**src/include/swd_consts.svh**
```systemverilog
// timing counts, opcode fields and fixed address of the single-wire debug port
`ifndef SWD_CONSTS_SVH
`define SWD_CONSTS_SVH
`define SWD_SAMPLE_CYC 4'h9
`define SWD_PULSE_CYC 4'h7
`define SWD_ZERO_CYC 4'hd
`define SWD_TIMEOUT_CYC 8'hff
`define SWD_OPC_LAST 4'h7
`define SWD_WORD_LAST 4'hf
`define SWD_OP_HW 7
`define SWD_OP_DATA 6
`define SWD_OP_RD 5
`define SWD_OP_WORD 3
`define SWD_OP_MAP 2
`define SWD_TTAGO_HI 4
`define SWD_TTAGO_LO 3
`define SWD_TTAGO_GO 2'h1
`define SWD_TTAGO_TRACE 2'h2
`define SWD_TTAGO_TAG 2'h3
`define SWD_OPC_BKGND 8'h90
`define SWD_STATUS_ADDR 16'hff01
`define SWD_ST_ENABLE 7
`define SWD_ST_ACTIVE 6
`define SWD_FIFO_DEPTH 16
`endif

```
**src/include/swd_pkg.sv**
```systemverilog
// types shared by the single-wire debug port
package swd_pkg;
    typedef enum logic [2:0] {ST_OPC, ST_ADDR, ST_WDATA, ST_BUS, ST_PUSH, ST_FWRD, ST_TX} swd_state_t;
    typedef struct packed {
        logic is_opcode;
        logic [15:0] value;
    } swd_fw_word_t;
    typedef struct packed {
        logic [15:0] addr;
        logic [15:0] wdata;
        logic write;
        logic word;
        logic dbg_map;
    } swd_mem_cmd_t;
endpackage : swd_pkg

```
**src/hdl/swd_port.sv**
```systemverilog
// single-wire debug port: bit engine, command decoder, run control and firmware fifo
// What this block does
// - bits travel msb first, nominally sixteen clocks per bit
// - 256 clocks without a host edge time out and clear the command
// - falling edge synchronised; line sampled nine clocks after perceived start
// - sending one: short high pulse seven clocks after start; host released before
// - sending zero: hold low thirteen clocks, then drive briefly high
// - every command starts with eight-bit opcode; hardware ones run without halting
// - debug keeps the bus until done; multi-cycle access freezes the cpu
// - opcode 90 requests halt, only if firmware commands are enabled
// - E4/EC read with debug resources mapped, address then 16 data bits
// - E0/E8 read the user map, debug resources unmapped
// - C4/CC write with debug resources mapped, address then data
// - C0/C8 write the user map, debug resources unmapped
// - byte data: odd address low byte, even high byte; words aligned
// - status byte reads 00, 80 when enabled, C0 when halted
// - firmware commands only while halted; rom and registers then mapped
// - 62-67 return, 42-47 accept a word: next, pc, d, x, y, sp
// - 08 resumes, 10 steps one instruction, 18 enables tagging and resumes
// - halt request while firmware disabled is dropped and the cpu keeps running
// - halt takes effect at the next instruction boundary
`timescale 1ns/1ns
`include "swd_consts.svh"

module swd_fifo #(
    parameter int WIDTH = 17,
    parameter int DEPTH = 16
) (
    input wire logic clk, // clock
    input wire logic srst, // synchronous reset
    input wire logic in_valid, // write request
    output logic in_ready, // not full
    input wire logic [WIDTH-1:0] in_data, // write data
    output logic out_valid, // not empty
    input wire logic out_ready, // read request
    output logic [WIDTH-1:0] out_data // head word
);
    localparam int AW = $clog2(DEPTH);
    logic [WIDTH-1:0] mem_reg [DEPTH];
    logic [AW:0] wr_ptr_reg;
    logic [AW:0] rd_ptr_reg;
    wire logic do_wr = in_valid && in_ready;
    wire logic do_rd = out_valid && out_ready;
    assign in_ready = !((wr_ptr_reg[AW] != rd_ptr_reg[AW]) &&
                        (wr_ptr_reg[AW-1:0] == rd_ptr_reg[AW-1:0]));
    assign out_valid = wr_ptr_reg != rd_ptr_reg;
    assign out_data = mem_reg[rd_ptr_reg[AW-1:0]];
    always_ff @(posedge clk) begin
        if (do_wr) begin
            mem_reg[wr_ptr_reg[AW-1:0]] <= in_data;
        end
    end
    always_ff @(posedge clk) begin
        if (srst) begin
            wr_ptr_reg <= '0;
            rd_ptr_reg <= '0;
        end else begin
            wr_ptr_reg <= wr_ptr_reg + (AW+1)'(do_wr);
            rd_ptr_reg <= rd_ptr_reg + (AW+1)'(do_rd);
        end
    end
endmodule : swd_fifo

module swd_port (
    input wire logic ref_clk, // 100 MHz clock
    input wire logic srst, // synchronous reset, active high
    input wire logic debug_wire_pin_in, // wire level
    output logic debug_wire_pin_out, // level driven onto the wire
    output logic debug_wire_pin_oe, // high while the wire is driven
    output logic mem_req, // bus request, held until ack
    output swd_pkg::swd_mem_cmd_t mem_cmd, // access description
    input wire logic mem_ack, // access done
    input wire logic [15:0] mem_rdata, // read data, lanes placed by address
    output logic cpu_freeze, // cpu clocks stopped
    input wire logic cpu_insn_boundary, // pulse at instruction end
    input wire logic cpu_halt_to_debug_instr, // pulse when cpu runs its halt instruction
    input wire logic tag_hit, // pulse when a tagged instruction is reached
    output logic cpu_in_background, // cpu halted for debug
    output logic tag_enable, // tagging armed
    output logic fw_valid, // firmware word waiting
    output swd_pkg::swd_fw_word_t fw_word, // opcode or data word
    input wire logic fw_ready, // firmware takes the word
    input wire logic fw_rd_valid, // firmware read result valid
    input wire logic [15:0] fw_rd_data // firmware read result
);
    swd_pkg::swd_state_t state_reg;
    swd_pkg::swd_state_t ret_reg;
    swd_pkg::swd_fw_word_t push_reg;
    logic pin_meta_reg, pin_sync_reg, pin_prev_reg;
    logic in_bit_reg;
    logic [3:0] cyc_reg;
    logic [7:0] to_cnt_reg;
    logic [3:0] bits_reg;
    logic [15:0] shift_reg, addr_reg, wdata_reg;
    logic [7:0] op_reg;
    logic pin_oe_reg, pin_out_reg, waited_reg;
    logic enable_reg, active_reg, cpu_halt_to_debug_instr_req_reg, step_reg, tag_reg;
    logic fifo_in_ready;

    function automatic logic is_status(input logic [15:0] a, input logic map);
        is_status = map && (a == `SWD_STATUS_ADDR);
    endfunction : is_status

    wire logic fall = pin_prev_reg && !pin_sync_reg;
    wire logic start = fall && !in_bit_reg;
    wire logic tx_mode = state_reg == swd_pkg::ST_TX;
    wire logic tx_bit = shift_reg[15];
    wire logic rx_sample = in_bit_reg && !tx_mode && cyc_reg == `SWD_SAMPLE_CYC;
    wire logic tx_end = in_bit_reg && tx_mode && cyc_reg == `SWD_ZERO_CYC;
    wire logic bit_end = rx_sample || tx_end;
    wire logic timeout = !fall && to_cnt_reg == `SWD_TIMEOUT_CYC;
    wire logic [3:0] cyc_next = start ? 4'h0 : cyc_reg + 4'h1;
    wire logic in_bit_next = start || (in_bit_reg && !bit_end);
    wire logic [15:0] rx_next = {shift_reg[14:0], pin_sync_reg};
    wire logic [7:0] opc = rx_next[7:0];
    wire logic opc_done = state_reg == swd_pkg::ST_OPC && rx_sample && bits_reg == `SWD_OPC_LAST;
    wire logic word_done = rx_sample && bits_reg == `SWD_WORD_LAST;
    wire logic fw_op = opc_done && !opc[`SWD_OP_HW] && active_reg;
    wire logic [1:0] ttago = opc[`SWD_TTAGO_HI:`SWD_TTAGO_LO];
    wire logic op_rd = op_reg[`SWD_OP_RD];
    wire logic st_hit = is_status(addr_reg, op_reg[`SWD_OP_MAP]);
    wire logic in_bus = state_reg == swd_pkg::ST_BUS;
    wire logic st_write = in_bus && st_hit && !op_rd;
    // status sits in the low lane since its address is odd
    wire logic [15:0] st_word = {8'h00, enable_reg, active_reg, 6'h00};
    wire logic enter = (cpu_halt_to_debug_instr_req_reg && cpu_insn_boundary) || (step_reg && cpu_insn_boundary)
        || (tag_reg && tag_hit) || (cpu_halt_to_debug_instr && enable_reg);
    wire logic leave = fw_op && ttago != 2'h0;
    // drive pattern evaluated on the next count so the registered pin lines up
    wire logic tx_on = in_bit_next && tx_mode && !start;
    wire logic oe_next = (tx_mode && start && !tx_bit)
        || (tx_on && (tx_bit ? cyc_next == `SWD_PULSE_CYC : cyc_next <= `SWD_ZERO_CYC));
    wire logic out_next = tx_bit || (tx_on && cyc_next == `SWD_ZERO_CYC);

    assign debug_wire_pin_oe = pin_oe_reg;
    assign debug_wire_pin_out = pin_out_reg;
    assign mem_req = in_bus && !st_hit;
    assign mem_cmd = '{addr: addr_reg, wdata: wdata_reg, write: !op_rd,
                       word: op_reg[`SWD_OP_WORD], dbg_map: op_reg[`SWD_OP_MAP]};
    assign cpu_freeze = mem_req && waited_reg;
    assign cpu_in_background = active_reg;
    assign tag_enable = tag_reg;

    // the edge detector reads only the second and third stage
    always_ff @(posedge ref_clk) begin
        pin_meta_reg <= srst ? 1'b1 : debug_wire_pin_in;
        pin_sync_reg <= srst ? 1'b1 : pin_meta_reg;
        pin_prev_reg <= srst ? 1'b1 : pin_sync_reg;
    end

    always_ff @(posedge ref_clk) begin
        if (srst || timeout) begin
            in_bit_reg <= 1'b0;
            cyc_reg <= 4'h0;
            pin_oe_reg <= 1'b0;
            pin_out_reg <= 1'b0;
        end else begin
            in_bit_reg <= in_bit_next;
            cyc_reg <= cyc_next;
            pin_oe_reg <= oe_next;
            pin_out_reg <= out_next;
        end
    end

    always_ff @(posedge ref_clk) begin
        if (srst || fall || timeout) begin
            to_cnt_reg <= 8'h00;
        end else begin
            to_cnt_reg <= to_cnt_reg + 8'h01;
        end
        waited_reg <= !srst && mem_req && !mem_ack;
    end

    always_ff @(posedge ref_clk) begin
        if (srst || timeout) begin
            state_reg <= swd_pkg::ST_OPC;
            ret_reg <= swd_pkg::ST_OPC;
            bits_reg <= 4'h0;
            op_reg <= 8'h00;
            shift_reg <= 16'h0000;
            addr_reg <= 16'h0000;
            wdata_reg <= 16'h0000;
            push_reg <= '0;
        end else begin
            if (bit_end) begin
                bits_reg <= bits_reg + 4'h1;
                shift_reg <= rx_sample ? rx_next : {shift_reg[14:0], 1'b0};
            end
            unique case (state_reg)
                swd_pkg::ST_OPC: if (opc_done) begin
                    op_reg <= opc;
                    bits_reg <= 4'h0;
                    if (opc[`SWD_OP_HW] && opc[`SWD_OP_DATA]) begin
                        state_reg <= swd_pkg::ST_ADDR;
                    end else if (fw_op) begin
                        push_reg <= '{is_opcode: 1'b1, value: {8'h00, opc}};
                        state_reg <= swd_pkg::ST_PUSH;
                        ret_reg <= !opc[`SWD_OP_DATA] ? swd_pkg::ST_OPC
                            : opc[`SWD_OP_RD] ? swd_pkg::ST_FWRD : swd_pkg::ST_WDATA;
                    end
                end
                swd_pkg::ST_ADDR: if (word_done) begin
                    addr_reg <= rx_next;
                    state_reg <= op_rd ? swd_pkg::ST_BUS : swd_pkg::ST_WDATA;
                end
                swd_pkg::ST_WDATA: if (word_done) begin
                    wdata_reg <= rx_next;
                    push_reg <= '{is_opcode: 1'b0, value: rx_next};
                    ret_reg <= swd_pkg::ST_OPC;
                    state_reg <= op_reg[`SWD_OP_HW] ? swd_pkg::ST_BUS : swd_pkg::ST_PUSH;
                end
                swd_pkg::ST_BUS: if (st_hit || mem_ack) begin
                    shift_reg <= st_hit ? st_word : mem_rdata;
                    bits_reg <= 4'h0;
                    state_reg <= op_rd ? swd_pkg::ST_TX : swd_pkg::ST_OPC;
                end
                swd_pkg::ST_PUSH: if (fifo_in_ready) begin
                    state_reg <= ret_reg;
                end
                swd_pkg::ST_FWRD: if (fw_rd_valid) begin
                    shift_reg <= fw_rd_data;
                    bits_reg <= 4'h0;
                    state_reg <= swd_pkg::ST_TX;
                end
                swd_pkg::ST_TX: if (tx_end && bits_reg == `SWD_WORD_LAST) begin
                    state_reg <= swd_pkg::ST_OPC;
                end
            endcase
        end
    end

    // run control; a halt request without enable is simply dropped
    always_ff @(posedge ref_clk) begin
        if (srst) begin
            enable_reg <= 1'b0;
            active_reg <= 1'b0;
            cpu_halt_to_debug_instr_req_reg <= 1'b0;
            step_reg <= 1'b0;
            tag_reg <= 1'b0;
        end else begin
            if (st_write) begin
                enable_reg <= wdata_reg[`SWD_ST_ENABLE];
            end
            if (opc_done && opc == `SWD_OPC_BKGND && enable_reg) begin
                cpu_halt_to_debug_instr_req_reg <= 1'b1;
            end else if (cpu_insn_boundary) begin
                cpu_halt_to_debug_instr_req_reg <= 1'b0;
            end
            active_reg <= enter || (active_reg && !leave);
            step_reg <= (leave && ttago == `SWD_TTAGO_TRACE) || (step_reg && !enter);
            tag_reg <= (leave && ttago == `SWD_TTAGO_TAG) || (tag_reg && !enter);
        end
    end

    swd_fifo #(.WIDTH($bits(swd_pkg::swd_fw_word_t)), .DEPTH(`SWD_FIFO_DEPTH)) u_fifo (
        .clk(ref_clk),
        .srst(srst),
        .in_valid(state_reg == swd_pkg::ST_PUSH),
        .in_ready(fifo_in_ready),
        .in_data(push_reg),
        .out_valid(fw_valid),
        .out_ready(fw_ready),
        .out_data(fw_word)
    );
endmodule : swd_port

```
**config.mk**
```make
export PLATFORM = sky130hd
export DESIGN_NAME = swd_port
export DESIGN_NICKNAME = d
export VERILOG_FILES = /design/src/include/swd_pkg.sv /design/src/hdl/swd_port.sv
export VERILOG_INCLUDE_DIRS = /design/src /design/src/include
export SDC_FILE = /design/constraint.sdc
export NUM_CORES = 1
export LEC_CHECK = 0
export ABC_AREA = 1
export BUFFER_PORTS_ARGS = -buffer_cell sky130_fd_sc_hd__buf_4
export CELL_PAD_IN_SITES_DETAIL_PLACEMENT = 1
export CELL_PAD_IN_SITES_GLOBAL_PLACEMENT = 2
export CORE_ASPECT_RATIO = 1.2
export CORE_MARGIN = 1.5
export CORE_UTILIZATION = 40
export CTS_CLUSTER_DIAMETER = 30
export CTS_CLUSTER_SIZE = 28
export DETAILED_ROUTE_END_ITERATION = 8
export PLACE_DENSITY_LB_ADDON = 0.05
export SLEW_MARGIN = 10
export SYNTH_ARGS = -nofsm -noshare
export SYNTH_HDL_FRONTEND = slang
export SYNTH_SLANG_ARGS = --single-unit
export TNS_END_PERCENT = 20
```
**constraint.sdc**
```tcl
create_clock -name ref_clk -period 3 [get_ports ref_clk]
set_input_delay 0.45 -clock ref_clk [delete_from_list [all_inputs] [get_ports ref_clk]]
set_output_delay 0.45 -clock ref_clk [all_outputs]
set_load 0.02 [all_outputs]
```
# Word level (Yosys, flattened, before mapping)

Memories as Yosys holds them, arrays and structs flattened. A register that Yosys moved wholly into a read port is not among the register bits.
Cells that the tools add are included.

Memories kept: 1
Input bits: 41
Latch bits: 0
Logic and storage cells: 186
Register bits after elaboration: 117
Bits in writable memories: 272
Bits in read-only memories: 0

Mux-type cells: 43
Eq/ne operators: 30
Reduce and logical (&&, ||, !) cells: 81
Multiply operators: 0
Divide/modulo/power cells: 0
Bitwise logic cells: 0
$add $sub $neg: 5
$lt $le $gt $ge: 1
Shifts and indexed selects: 0

Memory list:

| name           | words | bits a word | read ports | clocked after memory_dff | wr ports | RTL line       | RTL |
|---|---|---|---|---|---|---|---|
| u_fifo.mem_reg | 16    | 17          | 1          | 1                        | 1        | swd_port.sv:39 | `logic [WIDTH-1:0] mem_reg [DEPTH];` |

Operators with widths:

| operator                                            | count |
|---|---|
| two-way mux 17 bit                                  | 4 |
| two-way mux 16 bit                                  | 4 |
| two-way mux 3 bit                                   | 17 |
| logical AND 1 bit                                   | 43 |
| one-hot mux 17 bit (2 select lines)                 | 1 |
| one-hot mux 16 bit (2 select lines)                 | 1 |
| two-way mux 4 bit                                   | 6 |
| one-hot mux 3 bit (7 select lines)                  | 1 |
| equality test 16 bit, second input constant         | 1 |
| equality test 4 bit, second input constant          | 4 |
| equality test 8 bit, second input constant          | 2 |
| logical NOT 1 bit                                   | 15 |
| logical OR 1 bit                                    | 14 |
| != test 2 bit, second input constant                | 7 |
| one-hot mux 4 bit (3 select lines)                  | 1 |
| adder 5 x 1 -> 5 bit                                | 2 |
| equality test 3 bit, second input constant          | 3 |
| adder 4 x 1 -> 4 bit, second input constant         | 2 |
| adder 8 x 1 -> 8 bit, second input constant         | 1 |
| equality test 4 x 3 -> 1 bit, second input constant | 2 |
| AND reduction 8 bit                                 | 1 |
| two-way mux 1 bit                                   | 7 |
| equality test 3 x 2 -> 1 bit, second input constant | 2 |
| one-hot mux 3 bit (2 select lines)                  | 1 |
| 12 further kinds                                    | 18 |

# Longest topological paths before layout

Depth in word-level cells: 12
Mapped depth: 15

# Cells and area by module

Synthesis repeated with hierarchy kept, for this count alone.

Cell total of the unflattened synthesis: 1896
Area total of the unflattened synthesis: 16968.8 um2

By module, submodules not included:

| module   | area an instance (um2) | cells each | instances |
|---|---|---|---|
| swd_fifo | 12495.7                | 1275       | 1 |
| swd_port | 4473.0                 | 621        | 1 |

# Least setup slack after synthesis

OpenSTA, ideal clock, no wires.

Path type: register -> register
Start point: reg state_reg[2]
End point: mem u_fifo.mem_reg[4][0], enable pin
Data arrival time: 1.885 ns
Setup time: 0.390 ns
Period minus slack after synthesis: 2.275 ns
Data required time: 2.610 ns
Slack: 0.725 ns
Cell stages (with the launch flop): 7
Path through: dfxtp_1 -> inv_4 -> nor3_1 -> nand2_1 -> inv_1 -> nand3_1 -> nor2_1

Longest elaborated chain between the ends: 4

RTL lines:

| item                                    | RTL line        | RTL |
|---|---|---|
| from (decl)                             | swd_port.sv:86  | `swd_pkg::swd_state_t state_reg;` |
| from (signal assigned)                  | swd_port.sv:176 | `state_reg <= swd_pkg::ST_OPC;` |
| from (signal assigned)                  | swd_port.sv:194 | `state_reg <= swd_pkg::ST_ADDR;` |
| from (signal assigned)                  | swd_port.sv:197 | `state_reg <= swd_pkg::ST_PUSH;` |
| equality test 3 bit                     | swd_port.sv:258 | `.in_valid(state_reg == swd_pkg::ST_PUSH),` |
| logical AND 1 bit                       | swd_port.sv:42  | `wire logic do_wr = in_valid && in_ready;` |
| two-way mux 1 bit                       | swd_port.sv:49  | `if (do_wr) begin` |
| two-way mux 1 bit (not written as such) | swd_port.sv:50  | `mem_reg[wr_ptr_reg[AW-1:0]] <= in_data;` |
| to (decl)                               | swd_port.sv:39  |  |

No other way between the ends.

==> impl_metrics.env <==
export IMPL_run_status="complete, no violations"
export IMPL_crit_required_ps=2550
export IMPL_final_area_sq_um=19930
export IMPL_length_of_routed_met3_wiring_um=2479
export IMPL_crit_arrival_ps=2380
export IMPL_mostFrequentLayoutCell="sky130_fd_sc_hd__edfxtp_1"
export IMPL_ios=100
export IMPL_route_met2_wl_um=25220
export IMPL_mappedNetlistNets=1547
export IMPL_worst_setup_path_end_kind="output port"
export IMPL_grt_first_pass_wirelength_um=74000
export IMPL_initial_core_util_pct=40.49
export IMPL_detail_route_wirelength_um=49560
export IMPL_post_cts_hold_buffer_count=0
export IMPL_ir_drop_v=0.0003595
export IMPL_max_reg_flops=272
export IMPL_kind_of_critical_path="register to output port"
export IMPL_cts_tree="done"
export IMPL_met1Wirelength_um=20570
export IMPL_clock_skew_final_ps=23.21
export IMPL_tritoncts_num_sinks=384
export IMPL_p_per_area_nw_per_um2=737.8
export IMPL_filler_cell_count=4196
export IMPL_tns_ps=0
export IMPL_cts_htree_levels=3
export IMPL_route_detailed_vias_per_inst=5.355
export IMPL_die_width_um=183.8
export IMPL_antenna_cells_inserted=0
export IMPL_dpl_instance_area_sq_um=17100
export IMPL_drt_pass1_iterations=7
export IMPL_synthesis_instances=1498
export IMPL_slew_headroom_pct=21.20
export IMPL_layout_common_cells="272 x sky130_fd_sc_hd__edfxtp_1, 242 x sky130_fd_sc_hd__nor2_1, 226 x sky130_fd_sc_hd__nand2_1, 158 x sky130_fd_sc_hd__o21ai_0, 133 x sky130_fd_sc_hd__buf_4"
export IMPL_placeable_core_area_sq_um=38750
export IMPL_num_rows=79
export IMPL_grt_use_total_pct=24.54
export IMPL_drv_max_cap_violation_count=0
export IMPL_clk_latency_ps=580
export IMPL_cts_root_to_sink_buffers=3
export IMPL_synth_xor_area_share_pct=0.7815
export IMPL_antenna_found_initial=0
export IMPL_rsz0062_at_grt="false"
export IMPL_slew_viol_final=0
export IMPL_ys_async_sr_fraction_pct=0
export IMPL_final_nets=1683
export IMPL_worstPathMaxFanout=68
export IMPL_crit_top_cell="sky130_fd_sc_hd__nand3_1"
export IMPL_synth_simple_area_share_pct=16.63
export IMPL_timing_final_crit_share_pct=94.48
export IMPL_synth_fa_ha_area_share_pct=0.6380
export IMPL_netlist_cell_type_count=44
export IMPL_clk_root_buffer_cell="sky130_fd_sc_hd__clkbuf_16"
export IMPL_number_of_enable_flip_flop_cells_after_synthesis=272
export IMPL_synth_seq_cells=384
export IMPL_vias=11910
export IMPL_timing_critical_path_slowest_cell_delay_ps=400
export IMPL_synth_mux_area_fraction_pct=0
export IMPL_floorplan_die_height_um=220.0
export IMPL_buffer_ports_inserted=99
export IMPL_synth_compound_area_share_pct=11.24
export IMPL_drc=0
export IMPL_synth_main_ff_cell="sky130_fd_sc_hd__edfxtp_1"
export IMPL_per_instance_average_area_after_synthesis_sq_um=10.47
export IMPL_route_detailed_wl_per_inst_um=22.28
export IMPL_setup_violations_final=0
export IMPL_numPlacedInstances=2078
export IMPL_via_count_of_the_first_global_routing_pass=12553
export IMPL_gpl_final_weighted_congestion=0.7857
export IMPL_top_layer="met4"
export IMPL_cts_buffers_inserted=78
export IMPL_area_growth_pct=26.99
export IMPL_fp_dieArea_sq_um=40430
export IMPL_timing_worst_slew_pin_value_ps=1181
export IMPL_maximum_number_of_pins_on_one_net_before_global_route_repair=138
export IMPL_clkTransAtPathRegs_ps=50
export IMPL_synth_top_family_by_area="simple AND/OR/NAND/NOR gates"
export IMPL_hold_class="input pin to register"
export IMPL_report_final_hold_viol_count=0
export IMPL_final_util_pct=51.42
export IMPL_achievable_frequency_ghz=0.3528
export IMPL_layout_min_cycle_time_ps=2834
export IMPL_place_hpwl_um=30030
export IMPL_crit_slowest_cell="sky130_fd_sc_hd__dfxtp_4"
export IMPL_grt_ovfl_total=0
export IMPL_final_instance_count_excl_fill=2224
export IMPL_ant_nets=0
export IMPL_layout_drive_gt1_share_pct=18.96
export IMPL_ys_seq_area_share_pct=66.35
export IMPL_synth_warning_count=0
export IMPL_syn_area_sq_um=15690
export IMPL_start_kind="register"
export IMPL_cp_cell_sequence="clkinv_2, buf_16, o21ai_0, o221ai_1, nand3_1, nand3_1, buf_4"
export IMPL_detailedRoute_firstIterationViolations=708
export IMPL_power_leakage_nw=6.592
==> final cells by class <==
cell class / count / area, sq um / area share (%)
Timing Repair Buffer: 141 / 1165 / 5.846
Inverter: 78 / 305.3 / 1.532
Sequential cell: 384 / 10420 / 52.27
Clock buffer: 88 / 2096 / 10.52
Multi-Input combinational cell: 951 / 4639 / 23.28
Tap cell: 526 / 658.1 / 3.303
Clock inverter: 56 / 646.9 / 3.246
==> power by group <==
| group | internal, mW | switching [mW] | total (mW) | leakage [nW] |
|---|---|---|---|---|
| Sequential | 5.63 | 0.00769 | 5.63 | 2.78 |
| Combinational | 0.0516 | 0.0596 | 0.111 | 2.51 |
| Clock | 6.06 | 2.90 | 8.96 | 1.31 |
| Total | 11.7 | 2.96 | 14.7 | 6.59 |
==> worst paths after layout <==
kind / start / slack, ps / to / cells after the start
worst max-delay path: u_fifo.rd_ptr_reg[0] / 170 / fw_word[5] / 7
worst min-delay path: debug_wire_pin_in / 90 / pin_meta_reg / 2
worst max register to register: state_reg[2] / 400 / u_fifo.mem_reg[0][1] / 7
worst min register to register: pin_meta_reg / 420 / pin_sync_reg / 1
==> metal layers <==
metal	GRT usage [%]	vias to the layer above
met5	0	-
met4	9.071	0
met3	4.429	63
met2	43.65	331
met1	29.59	5971
li1	-	5545
==> through the flow <==
stage	hold WS, ps	total power, mW	setup slack, ps
2_1_floorplan	389.5	5.781	725.0
3_3_place_gp	396.5	5.844	471.4
3_5_place_dp	396.5	5.846	450.6
4_1_cts	68.35	14.84	8.288
5_1_grt	82.06	15.07	44.54
6_report	93.43	14.70	165.6
==> critical path: cells and delay by family, from the launching register on <==
family                 cells  cell delay (ps)
buffers and inverters      3              620
AND/OR/NAND/NOR            2              430
flip-flops                 1              400
AO/OA/AOI/OAI              2              320
==> timing repair <==
item,CTS,global route
cloned,0,2
setup buffers,0,0
setup endpoints to repair,9,12
resized for setup,3,7
==> logic make-up after synthesis <==
| logic type | after synthesis |
|---|---|
| simple gates | 614 |
| flops | 384 |
| compound gates | 315 |
| buf+inv | 163 |
| xor+xnor | 14 |
| fa+ha+maj | 8 |
==> cell usage after synthesis (3+ instances only) <==
library cell               instances  share of area, %
sky130_fd_sc_hd__edfxtp_1        272                52
sky130_fd_sc_hd__nor2_1          258               6.2
sky130_fd_sc_hd__nand2_1         227               5.4
sky130_fd_sc_hd__o21ai_0         159               5.1
sky130_fd_sc_hd__dfxtp_1         112                14
sky130_fd_sc_hd__inv_1            68               1.6
sky130_fd_sc_hd__a21oi_1          66               2.1
sky130_fd_sc_hd__nand3_1          54               1.7
sky130_fd_sc_hd__clkbuf_1         53               1.3
sky130_fd_sc_hd__o22ai_1          38               1.5
sky130_fd_sc_hd__o221ai_1         31               1.7
sky130_fd_sc_hd__nand4_1          24              0.96
sky130_fd_sc_hd__buf_2            21              0.67
sky130_fd_sc_hd__nor3_1           15              0.48
sky130_fd_sc_hd__o21ai_1          12              0.38
sky130_fd_sc_hd__xor2_1            9              0.50
sky130_fd_sc_hd__ha_1              8              0.64
sky130_fd_sc_hd__inv_2             7              0.17
sky130_fd_sc_hd__nand2_2           7              0.28
sky130_fd_sc_hd__xnor2_1           5              0.28
sky130_fd_sc_hd__buf_1             4             0.096
sky130_fd_sc_hd__buf_4             4              0.19
sky130_fd_sc_hd__nor2_2            4              0.16
sky130_fd_sc_hd__nor2_4            4              0.29
sky130_fd_sc_hd__o211ai_1          4              0.19
sky130_fd_sc_hd__buf_6             3              0.22
sky130_fd_sc_hd__nand2_4           3              0.22
sky130_fd_sc_hd__nor3b_1           3              0.14
sky130_fd_sc_hd__nor4_1            3              0.12
sky130_fd_sc_hd__or2_2             3              0.12
Note: power is estimated with default switching activity, not from simulation.
